<file path="src/verilog/tile_status_pkg.sv">
/*
 * Shared constants and types for the tile status register bank:
 * register numbers, field positions, write masks, reset values, carriers.
 * Assumes a single tile clock domain and a status-register request port.
 */
package tile_status_pkg;

    // Resource identifier layout: register number above a fixed type byte
    localparam int RES_NUM_LSB = 8;
    localparam int RES_NUM_W = 8;
    localparam logic [7:0] PS_RESOURCE_TYPE = 8'h0B;

    // Register numbers
    localparam logic [7:0] REG_TILE_CONTROL = 8'h02;
    localparam logic [7:0] REG_BOOT_STATUS = 8'h03;
    localparam logic [7:0] REG_SECURITY = 8'h05;
    localparam logic [7:0] REG_RING_CONTROL = 8'h06;
    localparam logic [7:0] REG_COUNT_FIRST = 8'h07;
    localparam logic [7:0] REG_COUNT_LAST = 8'h0A;

    // Tile control fields
    localparam int TXDELAY_LSB = 18;
    localparam int TXDELAY_W = 8;
    localparam int TXDIV_LSB = 9;
    localparam int TXDIV_W = 9;
    localparam int RGMII_EN_BIT = 8;
    localparam int DIV_DYN_BIT = 5;
    localparam int DIV_EN_BIT = 4;
    localparam logic [31:0] TILE_CONTROL_WMASK = 32'h03FF_FF30;
    localparam logic [31:0] TILE_CONTROL_RESET = 32'h0000_0000;

    // Boot status fields
    localparam int PROC_LSB = 16;
    localparam int PROC_W = 8;
    localparam int SEC_BOOT_BIT = 8;
    localparam int CORE1_OFF_BIT = 5;
    localparam int NO_OTP_POLL_BIT = 4;
    localparam int FROM_RAM_BIT = 3;
    localparam int FROM_TAP_BIT = 2;
    localparam int STRAP_LSB = 0;
    localparam int STRAP_W = 2;

    // Security fields
    localparam int SEC_LOCKOUT_BIT = 31;
    localparam int SEC_GDBG_BIT = 14;
    localparam int SEC_MASTER_BIT = 12;
    localparam int SEC_SECTOR_LSB = 8;
    localparam int SEC_SECTOR_W = 4;
    localparam int SEC_REDUN_BIT = 7;
    localparam int SEC_BOOT_OVR_BIT = 5;
    localparam int SEC_TAPCFG_BIT = 4;
    localparam int SEC_DBGTAP_BIT = 0;
    localparam logic [31:0] SECURITY_WMASK = 32'h8000_5FB1;
    localparam logic [31:0] SECURITY_RESET = 32'h0000_0000;

    // Ring oscillator control
    localparam int CORE_OSC_BIT = 1;
    localparam int PERIPH_OSC_BIT = 0;
    localparam logic [31:0] RING_WMASK = 32'h0000_0003;
    localparam logic [31:0] RING_RESET = 32'h0000_0000;
    localparam int NUM_OSC = 4;
    localparam int COUNT_W = 16;

    typedef struct packed {
        logic read;
        logic write;
        logic [15:0] resource;
        logic [31:0] wdata;
    } ps_req_type;

    typedef struct packed {
        logic globalDebugOff;
        logic otpMasterLock;
        logic [SEC_SECTOR_W-1:0] otpSectorLock;
        logic otpRedundancyOn;
        logic secureBootOverride;
        logic tapConfigBlock;
        logic debugTapOff;
    } security_out_type;

    typedef enum logic [1:0] {
        STRAP_WAIT = 2'b01,
        STRAP_HELD = 2'b10
    } strap_state_type;

endpackage

</file>
<file path="src/verilog/tile_status_control_regs.sv">
/*
 * Processor status register bank for one tile: tile control, boot status,
 * security word, ring oscillator control and four oscillator counts.
 * Assumes requests from the core on the tile clock, one at a time.
 */
// Summary of operation
// - Tile control bits 25:18 hold transmit data delay in clock cycles.
// - Transmit clock rises at counter equal divider, falls at half.
// - Tile control bit 8 enables the reduced-gigabit ports.
// - Tile control bit 4 enables the low-power clock divider.
// - Bit 5 set: divider acts only while all threads pause.
// - Boot status is read-only; bits 23:16 give processor number.
// - Boot status bit 3 boot from RAM, bit 2 from test port.
// - Boot status bit 5 shows second core powered off.
// - Boot status bits 1:0 hold sampled PLL mode straps.
// - Security register loads the word read from OTP.
// - Security bit 31 set refuses further writes there.
// - Security bit 14 disables global debug access.
// - Security bit 12 locks all OTP sectors; 11:8 lock each.
// - Security bit 5 forces boot image from OTP.
// - Security bit 4 blocks test port access to PLL/boot config.
// - Security bit 0 disables the debug test port controller.
// - Four free-running oscillators each clock a counter, started by software.
// - Ring control bit 1 core oscillators, bit 0 peripheral; reset zero.
// - Each count reads in bits 15:0 and survives reset.
// - Oscillators are asynchronous; their counts are synchronised.
`timescale 1ns/100ps
module tile_status_control_regs #(
    parameter int LP_DIV_RATIO = 4
) (
    input wire logic clk,
    input wire logic rstn,
    input tile_status_pkg::ps_req_type psReq,
    output logic [31:0] psReadData,
    output logic psReadValid,
    output logic psWriteRefused,
    input wire logic [7:0] processorNumber,
    input wire logic bootFromRam,
    input wire logic bootFromTap,
    input wire logic noOtpPoll,
    input wire logic secondCorePoweredOff,
    input wire logic [1:0] pllStrapValue,
    input wire logic otpWordValid,
    input wire logic [31:0] otpWord,
    input wire logic allThreadsPaused,
    input wire logic [3:0] oscIn,
    output logic [3:0] oscEnable,
    output logic rgmiiPortsOn,
    output logic rgmiiTxClk,
    output logic rgmiiTxLaunch,
    output logic coreClockTick,
    output logic dividerActive,
    output tile_status_pkg::security_out_type securityOut
);
    import tile_status_pkg::*;

    localparam int LP_W = $clog2(LP_DIV_RATIO + 1);

    logic [31:0] tileControl_reg;
    logic [31:0] security_reg;
    logic [31:0] ringControl_reg;
    logic [31:0] bootStatus;
    logic [31:0] readMux;
    logic [7:0] regNum;
    logic typeOk;
    logic wrTile;
    logic wrSec;
    logic wrRing;
    logic [TXDELAY_W-1:0] txDelay;
    logic [TXDIV_W-1:0] txDiv;
    logic [TXDIV_W-1:0] txCount_reg;
    logic [TXDIV_W-1:0] txCount_next;
    logic [TXDELAY_W-1:0] launchCount_reg;
    logic launchPending_reg;
    logic [LP_W-1:0] lpCount_reg;
    logic [STRAP_W-1:0] strap1_reg;
    logic [STRAP_W-1:0] strap2_reg;
    logic [STRAP_W-1:0] strap3_reg;
    logic strapFill1_reg;
    logic strapFill2_reg;
    logic strapFill3_reg;
    logic [STRAP_W-1:0] strapHeld_reg;
    strap_state_type strapState_reg;
    logic [COUNT_W-1:0] oscCount [NUM_OSC];

    // Request decode
    assign regNum = psReq.resource[RES_NUM_LSB +: RES_NUM_W];
    assign typeOk = psReq.resource[7:0] == PS_RESOURCE_TYPE;
    assign wrTile = psReq.write && typeOk && regNum == REG_TILE_CONTROL;
    assign wrSec = psReq.write && typeOk && regNum == REG_SECURITY;
    assign wrRing = psReq.write && typeOk && regNum == REG_RING_CONTROL;

    // Tile control
    always_ff @(posedge clk or negedge rstn)
    begin
        if (!rstn)
            tileControl_reg <= TILE_CONTROL_RESET;
        else if (wrTile)
            tileControl_reg <= psReq.wdata & TILE_CONTROL_WMASK;
    end

    assign txDelay = tileControl_reg[TXDELAY_LSB +: TXDELAY_W];
    assign txDiv = tileControl_reg[TXDIV_LSB +: TXDIV_W];
    assign rgmiiPortsOn = tileControl_reg[RGMII_EN_BIT];

    // Counter wraps after reaching the divider value: ratio is value plus one
    always_comb
    begin
        if (txCount_reg >= txDiv)
            txCount_next = '0;
        else
            txCount_next = txCount_reg + TXDIV_W'(1);
    end

    always_ff @(posedge clk or negedge rstn)
    begin
        if (!rstn)
            txCount_reg <= '0;
        else if (!rgmiiPortsOn)
            txCount_reg <= '0;
        else
            txCount_reg <= txCount_next;
    end

    // Transmit clock edges; rise checked first so it wins when both match
    always_ff @(posedge clk or negedge rstn)
    begin
        if (!rstn)
            rgmiiTxClk <= 1'b0;
        else if (!rgmiiPortsOn)
            rgmiiTxClk <= 1'b0;
        else if (txCount_reg == txDiv)
            rgmiiTxClk <= 1'b1;
        else if (txCount_reg == (txDiv >> 1))
            rgmiiTxClk <= 1'b0;
    end

    // Data launch follows the rising edge by the programmed delay
    always_ff @(posedge clk or negedge rstn)
    begin
        if (!rstn)
        begin
            launchPending_reg <= 1'b0;
            launchCount_reg <= '0;
            rgmiiTxLaunch <= 1'b0;
        end
        else if (!rgmiiPortsOn)
        begin
            launchPending_reg <= 1'b0;
            launchCount_reg <= '0;
            rgmiiTxLaunch <= 1'b0;
        end
        else if (txCount_reg == txDiv)
        begin
            launchPending_reg <= txDelay != '0;
            launchCount_reg <= txDelay;
            rgmiiTxLaunch <= txDelay == '0;
        end
        else if (launchPending_reg)
        begin
            launchCount_reg <= launchCount_reg - TXDELAY_W'(1);
            launchPending_reg <= launchCount_reg != TXDELAY_W'(1);
            rgmiiTxLaunch <= launchCount_reg == TXDELAY_W'(1);
        end
        else
            rgmiiTxLaunch <= 1'b0;
    end

    // Low-power divider
    assign dividerActive = tileControl_reg[DIV_EN_BIT]
        && (!tileControl_reg[DIV_DYN_BIT] || allThreadsPaused);

    // Tick every cycle at full speed, else once per LP_DIV_RATIO cycles
    always_ff @(posedge clk or negedge rstn)
    begin
        if (!rstn)
        begin
            lpCount_reg <= '0;
            coreClockTick <= 1'b0;
        end
        else if (!dividerActive)
        begin
            lpCount_reg <= '0;
            coreClockTick <= 1'b1;
        end
        else if (lpCount_reg == LP_W'(LP_DIV_RATIO - 1))
        begin
            lpCount_reg <= '0;
            coreClockTick <= 1'b1;
        end
        else
        begin
            lpCount_reg <= lpCount_reg + LP_W'(1);
            coreClockTick <= 1'b0;
        end
    end

    // Strap pins: three flops, captured once after reset when stable
    always_ff @(posedge clk or negedge rstn)
    begin
        if (!rstn)
        begin
            strap1_reg <= '0;
            strap2_reg <= '0;
            strap3_reg <= '0;
            strapFill1_reg <= 1'b0;
            strapFill2_reg <= 1'b0;
            strapFill3_reg <= 1'b0;
        end
        else
        begin
            strap1_reg <= pllStrapValue;
            strap2_reg <= strap1_reg;
            strap3_reg <= strap2_reg;
            strapFill1_reg <= 1'b1;
            strapFill2_reg <= strapFill1_reg;
            strapFill3_reg <= strapFill2_reg;
        end
    end

    always_ff @(posedge clk or negedge rstn)
    begin
        if (!rstn)
        begin
            strapState_reg <= STRAP_WAIT;
            strapHeld_reg <= '0;
        end
        else
        begin
            case (strapState_reg)
                STRAP_WAIT:
                begin
                    // Reset zeros in the samplers are not pin values
                    if (strapFill3_reg && strap2_reg == strap3_reg)
                    begin
                        strapHeld_reg <= strap3_reg;
                        strapState_reg <= STRAP_HELD;
                    end
                end
                STRAP_HELD:
                    strapState_reg <= STRAP_HELD;
                default:
                    strapState_reg <= STRAP_WAIT;
            endcase
        end
    end

    // Boot status: assembled from live state, never written
    always_comb
    begin
        bootStatus = '0;
        bootStatus[PROC_LSB +: PROC_W] = processorNumber;
        bootStatus[SEC_BOOT_BIT] = security_reg[SEC_BOOT_OVR_BIT];
        bootStatus[CORE1_OFF_BIT] = secondCorePoweredOff;
        bootStatus[NO_OTP_POLL_BIT] = noOtpPoll;
        bootStatus[FROM_RAM_BIT] = bootFromRam;
        bootStatus[FROM_TAP_BIT] = bootFromTap;
        bootStatus[STRAP_LSB +: STRAP_W] = strapHeld_reg;
    end

    // Security word; the OTP copy wins over a same-cycle software write
    always_ff @(posedge clk or negedge rstn)
    begin
        if (!rstn)
            security_reg <= SECURITY_RESET;
        else if (otpWordValid)
            security_reg <= otpWord & SECURITY_WMASK;
        else if (wrSec && !security_reg[SEC_LOCKOUT_BIT])
            security_reg <= psReq.wdata & SECURITY_WMASK;
    end

    always_ff @(posedge clk or negedge rstn)
    begin
        if (!rstn)
            psWriteRefused <= 1'b0;
        else
            psWriteRefused <= wrSec && !otpWordValid
                && security_reg[SEC_LOCKOUT_BIT];
    end

    assign securityOut.globalDebugOff = security_reg[SEC_GDBG_BIT];
    assign securityOut.otpMasterLock = security_reg[SEC_MASTER_BIT];
    assign securityOut.otpSectorLock =
        security_reg[SEC_SECTOR_LSB +: SEC_SECTOR_W] | {SEC_SECTOR_W{
        security_reg[SEC_MASTER_BIT]}};
    assign securityOut.otpRedundancyOn = security_reg[SEC_REDUN_BIT];
    assign securityOut.secureBootOverride =
        security_reg[SEC_BOOT_OVR_BIT];
    assign securityOut.tapConfigBlock = security_reg[SEC_TAPCFG_BIT];
    assign securityOut.debugTapOff = security_reg[SEC_DBGTAP_BIT];

    // Ring oscillators
    always_ff @(posedge clk or negedge rstn)
    begin
        if (!rstn)
            ringControl_reg <= RING_RESET;
        else if (wrRing)
            ringControl_reg <= psReq.wdata & RING_WMASK;
    end

    // Oscillators 0 and 1 are the core pair, 2 and 3 the peripheral pair
    assign oscEnable = {{2{ringControl_reg[PERIPH_OSC_BIT]}},
        {2{ringControl_reg[CORE_OSC_BIT]}}};

    // Run gates the count flop directly, so a stop takes effect at once;
    // edges still in the samplers at that point are not counted
    genvar g;
    generate
        for (g = 0; g < NUM_OSC; g++)
        begin : oscUnit
            ring_osc_counter #(
                .WIDTH(COUNT_W)
            ) counter (
                .clk(clk),
                .rstn(rstn),
                .oscIn(oscIn[g]),
                .run(oscEnable[g]),
                .count(oscCount[g])
            );
        end
    endgenerate

    // Read side
    always_comb
    begin
        readMux = '0;
        if (typeOk)
        begin
            case (regNum)
                REG_TILE_CONTROL:
                    readMux = tileControl_reg;
                REG_BOOT_STATUS:
                    readMux = bootStatus;
                REG_SECURITY:
                    readMux = security_reg;
                REG_RING_CONTROL:
                    readMux = ringControl_reg;
                default:
                begin
                    if (regNum >= REG_COUNT_FIRST && regNum <= REG_COUNT_LAST)
                        readMux[COUNT_W-1:0] =
                            oscCount[2'(regNum - REG_COUNT_FIRST)];
                end
            endcase
        end
    end

    always_ff @(posedge clk or negedge rstn)
    begin
        if (!rstn)
        begin
            psReadData <= '0;
            psReadValid <= 1'b0;
        end
        else
        begin
            psReadValid <= psReq.read;
            if (psReq.read)
                psReadData <= readMux;
        end
    end

endmodule

</file>
<file path="src/verilog/ring_osc_counter.sv">
/*
 * One ring oscillator counter. The oscillator output is sampled as a
 * foreign input through three flops; each agreed rising edge counts.
 * Assumes the oscillator runs well below half the tile clock rate.
 */
`timescale 1ns/100ps
module ring_osc_counter #(
    parameter int WIDTH = 16
) (
    input wire logic clk,
    input wire logic rstn,
    input wire logic oscIn,
    input wire logic run,
    output logic [WIDTH-1:0] count
);
    logic sync1_reg;
    logic sync2_reg;
    logic sync3_reg;
    logic level_reg;
    logic risen;
    // Stands for the unknown power-up state; reset never touches it
    logic [WIDTH-1:0] count_reg = '0;

    always_ff @(posedge clk or negedge rstn)
    begin
        if (!rstn)
        begin
            sync1_reg <= 1'b0;
            sync2_reg <= 1'b0;
            sync3_reg <= 1'b0;
        end
        else
        begin
            sync1_reg <= oscIn;
            sync2_reg <= sync1_reg;
            sync3_reg <= sync2_reg;
        end
    end

    // Edge counts only once two late stages agree
    assign risen = (sync2_reg == sync3_reg) && sync2_reg && !level_reg;

    always_ff @(posedge clk or negedge rstn)
    begin
        if (!rstn)
            level_reg <= 1'b0;
        else if (sync2_reg == sync3_reg)
            level_reg <= sync2_reg;
    end

    // No reset here: the count survives a system reset
    always_ff @(posedge clk)
    begin
        if (run && risen)
            count_reg <= count_reg + WIDTH'(1);
    end

    assign count = count_reg;

endmodule

</file>
<file path="config.mk">
export PLATFORM = sky130hd
export DESIGN_NAME = tile_status_control_regs
export DESIGN_NICKNAME = d
export VERILOG_FILES = /design/src/verilog/tile_status_pkg.sv /design/src/verilog/tile_status_control_regs.sv /design/src/verilog/ring_osc_counter.sv
export SDC_FILE = /design/constraint.sdc
export NUM_CORES = 1
export LEC_CHECK = 0
export BUFFER_PORTS_ARGS = -buffer_cell sky130_fd_sc_hd__buf_2
export CORE_UTILIZATION = 45
export DETAILED_ROUTE_END_ITERATION = 8
export PLACE_DENSITY = 0.69
export SLEW_MARGIN = 0
export SYNTH_ARGS = -nofsm -noshare
export SYNTH_HDL_FRONTEND = slang
export SYNTH_HIERARCHICAL = 1
export SYNTH_SLANG_ARGS = --single-unit
</file>
<file path="constraint.sdc">
create_clock -name clk -period 1.9 [get_ports clk]
set_clock_uncertainty 0.1 [all_clocks]
set_input_delay 0.095 -clock clk [delete_from_list [all_inputs] [get_ports clk]]
set_output_delay 0.095 -clock clk [all_outputs]
set_load 0.01 [all_outputs]
</file>
Word level (Yosys, flattened, before mapping) --
Index checks and enable logic that the tools add are counted.
Operators by class: equal/unequal tests 20, multiplexer cells 29, bitwise operators 2, reductions and logical operators 34, add/subtract/negate cells 8, order comparisons 4
Operators with widths (number):
- $mux W32 | 3
- $add A16 B1 Y16 const B | 4
- $pmux W16 S4 | 1
- $mux W16 | 3
- $pmux W16 S3 | 1
- $bmux W16 S2 | 1
- $mux W8 | 3
- $logic_and A1 B1 Y1 | 22
- $mux W9 | 2
- $eq A8 B2 Y1 const B | 2
- $eq A8 B3 Y1 const B | 2
- $mux W1 | 11
- $add A9 B1 Y9 const B | 1
- $eq A9 B8 Y1 | 1
- $eq A9 B9 Y1 | 1
- $ge A9 B9 Y1 | 1
- $eq A8 B1 Y1 const B | 1
- $eq A8 B4 Y1 const B | 1
- $ge A8 B3 Y1 const B | 1
- $le A8 B4 Y1 const B | 1
- $logic_not A8 Y1 | 1
- $ne A8 B1 Y1 const B | 1
- $reduce_bool A8 Y1 | 1
- $sub A8 B1 Y8 const B | 1
- other kinds (19) | 30
Storage, ports and cells: register bits 205, bits of input ports 104, word-level logic and storage cells 138, output and inout port bits 53

Depth between registers and ports, before layout --
word-level depth 8, mapped depth 10, gate-level depth less buffers 6

Cells and area by module --
Netlist, hierarchy kept.
By module, submodules not included:
- tile_status_control_regs | sequential area each 2478.6 um^2, cells each 489, times used 1, area an instance 5336.4 um^2
- ring_osc_counter | sequential area each 580.6 um^2, cells each 64, times used 4, area an instance 914.6 um^2

Worst setup path before layout --
No wires, ideal clock.
path kind input to register, from in psReq[40] (netlist bit), to reg tileControl_reg[18], setup time 0.128 ns, path slack -0.344 ns, arrival time 2.016 ns, path buffers 5, stages on the path 10, data required time 1.672 ns, cells stage by stage buf_2 > buf_2 > inv_1 > ha_1 > clkbuf_1 > and2_1 > clkbuf_1 > and2_1 > buf_4 > mux2_1
On the way: cells in the longest elaborated chain, start to end 2
RTL lines:
- start: declaration | line tile_status_control_regs.sv:33 | input tile_status_pkg::ps_req_type psReq,
- $eq A8 B2 Y1 | line tile_status_control_regs.sv:89 | assign wrTile = psReq.write && typeOk && regNum == REG_TILE_CONTROL;
- $logic_and A1 B1 Y1 | line tile_status_control_regs.sv:89
- end signal: assignment | line tile_status_control_regs.sv:99 | tileControl_reg <= psReq.wdata & TILE_CONTROL_WMASK;
- end: declaration | line tile_status_control_regs.sv:59 | logic [31:0] tileControl_reg;
No other way between the ends. A chain may end at the register's enable or synchronous reset.

Worst setup path after layout --
from reg launchCount_reg[5], to reg rgmiiTxLaunch
On the way: cells in the longest elaborated chain, start to end 4
RTL lines:
- start: declaration | line tile_status_control_regs.sv:73 | logic [TXDELAY_W-1:0] launchCount_reg;
- start signal: assignment | line tile_status_control_regs.sv:156 | launchCount_reg <= txDelay;
- start signal: assignment | line tile_status_control_regs.sv:161 | launchCount_reg <= launchCount_reg - TXDELAY_W'(1);
- $eq A8 B1 Y1 | line tile_status_control_regs.sv:163 | rgmiiTxLaunch <= launchCount_reg == TXDELAY_W'(1);
- $mux W1 | line tile_status_control_regs.sv:159 | else if (launchPending_reg)
- $mux W1 | line tile_status_control_regs.sv:153 | else if (txCount_reg == txDiv)
- $mux W1 | line tile_status_control_regs.sv:147 | else if (!rgmiiPortsOn)
- end signal: assignment | line tile_status_control_regs.sv:151 | rgmiiTxLaunch <= 1'b0;
- end signal: assignment | line tile_status_control_regs.sv:163
- end signal: assignment | line tile_status_control_regs.sv:166 | rgmiiTxLaunch <= 1'b0;
- end: declaration | line tile_status_control_regs.sv:50 | output logic rgmiiTxLaunch,
No other way between the ends.

==> results by group <==
Synthesis
  – Top area cells in the synthesized netlist: dfrtp_1, edfxtp_1, xor2_1, mux4_2, ha_1
  – Syn Std Cell Area: 8990 sq um
  – Top-count cell post-synth: dfrtp_1
  – Number of unique standard cell types used by synthesis: 58
  – Post-synth EDFFs: 64
  – Fraction of synthesis flops using an asynchronous set or reset pin: between 60% and 70%
  – YS warnings: 6
  – Sequential fraction of the synthesis area: between 50% and 60%
  – Cells after Synth: between 700 and 800
  – Commonest cells in the synthesized netlist: dfrtp_1, edfxtp_1, xor2_1, inv_1, nand3_1
  – Mean Syn Cell Area: 12.1 sq um
  – Fraction of synthesized cell area taken by the top area cell type: 31.7%
  – Synthesized flop and latch total: 179
  – Top FF cell, synth: dfrtp_1
  – Synth area leader: dfrtp_1

Worst setup path
  – Nature of the critical path startpoint: flip-flop
  – Critical Path AT: about 2.2 ns
  – Required arrival time at the worst endpoint: around 2.2 ns
  – WS Path Type: flip-flop to flip-flop
  – Nature of the critical path endpoint: flip-flop
  – Maximum fanout count along the critical path: 3

Placed design
  – Instance area after placement: 10200 sq um
  – DPL Wire Length: 16200 um
  – Number of I/O port buffers: 122
  – # placed instances: ~1100
  – Global placement routability congestion: 0.871

Floorplan
  – Core Rows: 51
  – I/O pins: ~160
  – Die footprint: 20600 sq um
  – Die X: 143 um
  – Starting density of the core: approximately 46%
  – Die Y-Extent: between 100 and 150 um
  – Area of the placeable core: between 15000 and 20000 sq um

Outcome
  – Failing checks: negative setup slack
  – Status: complete, but fails checks

Layout
  – Final non-filler cell area: 11500 sq um
  – Flip-flop count of the largest register after layout: 64
  – Growth of design area from synthesis to finish: 27.5%
  – Net count, final: 1083
  – Fill count: 1616
  – Ant. Diodes: 0
  – Fraction of layout instances using a drive strength above 1: 28.9%
  – Final standard cell count with taps included and fillers excluded: 1232

Clocking
  – Clock buffer depth: 2
  – TritonCTS Buffers: 17
  – Clock slew at the register clock pins of the worst setup and hold paths: 0.07 ns
  – Htree depth: 4
  – CTS Sinks: 179
  – Clk Latency, worst-skew pair: 0.44 ns
  – CTS tree: built
  – Clock root buffer: clkbuf_16

Timing
  – Number of failing hold endpoints at the final stage: 0
  – Post-route clock period utilization: 101%
  – Worst-Margin Slew: 0.776 ns
  – RSZ-0062 raised after global routing: yes
  – Number of setup violations in the final report: 1
  – Total count of max-transition violations in the final report: 0
  – Achievable clock frequency: 523 MHz
  – Tightest slew margin relative to the limit: 48.3%
  – Setup WS post-layout: -0.0109 ns
  – Final critical path time including I/O delays and setup: 1.91 ns

Min path
  – Min-Delay Path Class: input pin to async pin

Drt
  – 1st-iter DRT viols: 385
  – WL per Instance: between 15 and 20 um
  – Post-detailed-route DRC marker count: 0
  – First-pass detailed-route iteration total: 5
  – Detail-routed via count per cell: between 5 and 6
  – Aggregate routed wire length: 23200 um
  – Number of vias after detailed routing: 6868
  – Post-DRT Antenna Nets: 0

GRT
  – Gr usage total: 23.5%
  – Via count of the first global-routing pass: between 6000 and 7000
  – Remaining global-route overflow: 0
  – Maximum number of pins on one net before global-route repair: 43
  – Initial antenna violation count: 0
  – First-pass GRT wire length: 36500 um

Power
  – Standby leakage power: 4.94 nW
  – Ratio of total power to cell area: 776 nW/um^2
  – Max rail drop VDD: 631 uV

Run
  – Number of max-capacitance violations reported: 0
==> cells in the final DEF (no fill, tap or decap), types with 4 or more instances in the layout <==
| cell | netlist | layout |
|---|---|---|
| nor3_1 | 29 | 21 |
| mux4_2 | 16 | 16 |
| dlygate4sd3_1 | 0 | 55 |
| mux2_2 | 9 | 9 |
| a22oi_1 | 17 | 17 |
| a41oi_1 | 10 | 10 |
| o2bb2ai_1 | 9 | 9 |
| buf_12 | 0 | 5 |
| nand3_1 | 38 | 37 |
| mux2_1 | 11 | 11 |
| nand2b_1 | 4 | 4 |
| conb_1 | 2 | 6 |
| nor2b_1 | 14 | 14 |
| nor4_2 | 18 | 19 |
| or2_2 | 4 | 4 |
| clkbuf_16 | 0 | 19 |
| nand4_4 | 4 | 4 |
| buf_2 | 7 | 121 |
| nand2_1 | 36 | 36 |
| nand4_1 | 16 | 16 |
| a221o_1 | 4 | 4 |
| a21oi_1 | 16 | 15 |
| o221ai_1 | 11 | 11 |
| inv_1 | 45 | 44 |
| edfxtp_1 | 64 | 64 |
| nor2_1 | 29 | 29 |
| xor2_1 | 48 | 48 |
| and3_1 | 5 | 5 |
| o21ai_0 | 22 | 21 |
| nor3_2 | 0 | 8 |
| dfrtp_1 | 114 | 114 |
| buf_4 | 14 | 44 |
| a211oi_1 | 7 | 5 |
| ha_1 | 25 | 23 |
| xnor2_1 | 31 | 31 |
| and3b_1 | 5 | 5 |
==> worst max-delay path, stage by stage, from the launching register on <==
cell,delay [ns]
dfrtp_1,0.39
or4_4,0.55
or4b_4,0.51
nor3b_2,0.18
o21a_1,0.13
==> stage by stage <==
step | util, % | hold slack, ns | worst slack [ns] | TNS, ns | power [mW]
2_1_floorplan | - | -0.301 | 0.0103 | 0 | 4.85
3_3_place_gp | 52.0 | 0.0170 | -0.0425 | -0.323 | 5.24
3_5_place_dp | 52.0 | 0.00971 | -0.0864 | -0.624 | 5.25
4_1_cts | 58.4 | 0.0706 | -0.0139 | -0.0139 | 8.88
5_1_grt | 58.7 | 0.0984 | -0.0829 | -0.127 | 9.21
6_report | 58.7 | 0.0813 | -0.0109 | -0.0109 | 8.90
==> path summary, 6_finish.rpt <==
path / startpoint / to / slack, ns / depth (start not counted)
max: launchCount_reg[5] / rgmiiTxLaunch / -0.01 / 4
min: rstn / psReadData[21] / 0.08 / 2
max reg2reg: launchCount_reg[5] / rgmiiTxLaunch / -0.01 / 4
min reg2reg: oscUnit[1].counter/sync1_reg / oscUnit[1].counter/sync2_reg / 0.25 / 0
max in group asynchronous: rstn / security_reg[0] / 0.99 / 3
min in group clk: noOtpPoll / psReadData[4] / 0.09 / 5
==> logic make-up after synthesis <==
family,share of synthesized area [%]
AND/OR/NAND/NOR,14.9
flip-flops,53.4
AO/OA/AOI/OAI,9.35
buffers and inverters,4.31
XOR/XNOR,7.69
multiplexers,6.84
adder cells (fa/ha/maj),3.48
other,0.0835
==> layer usage <==
metal,part of all wire (%),wire (um),up-vias,global-route usage (%)
li1,-,-,3163,-
met1,43,10000,3444,30.1
met2,50,11500,216,39.4
met3,4.5,1030,45,4.67
met4,2.7,624,0,8.73
met5,0,0,-,0
==> where the power goes <==
part	switching, mW	internal [mW]
Sequential	0.121	4.14
Clock	1.54	1.95
Combinational	0.561	0.578
==> repair_timing <==
| item | CTS | global route |
|---|---|---|
| endpoints found under the hold margin | 130 | 0 |
| cloned | 1 | 0 |
| hold buffers | 55 | 0 |
| setup endpoints to repair | 10 | 21 |
| pin swaps | 6 | 9 |
| resized for setup | 12 | 13 |
| setup buffers | 0 | 1 |
==> layout make-up <==
class	instances	area, sq um	area share (%)
clock inverter	8	62.6	0.545
inverter	46	173	1.51
timing repair buffer	226	1600	13.9
sequential	179	4800	41.9
clock buffer	24	524	4.57
tap	265	332	2.89
multi-input combinational	484	3980	34.7
No activity file was read; power rests on OpenSTA's default activity.
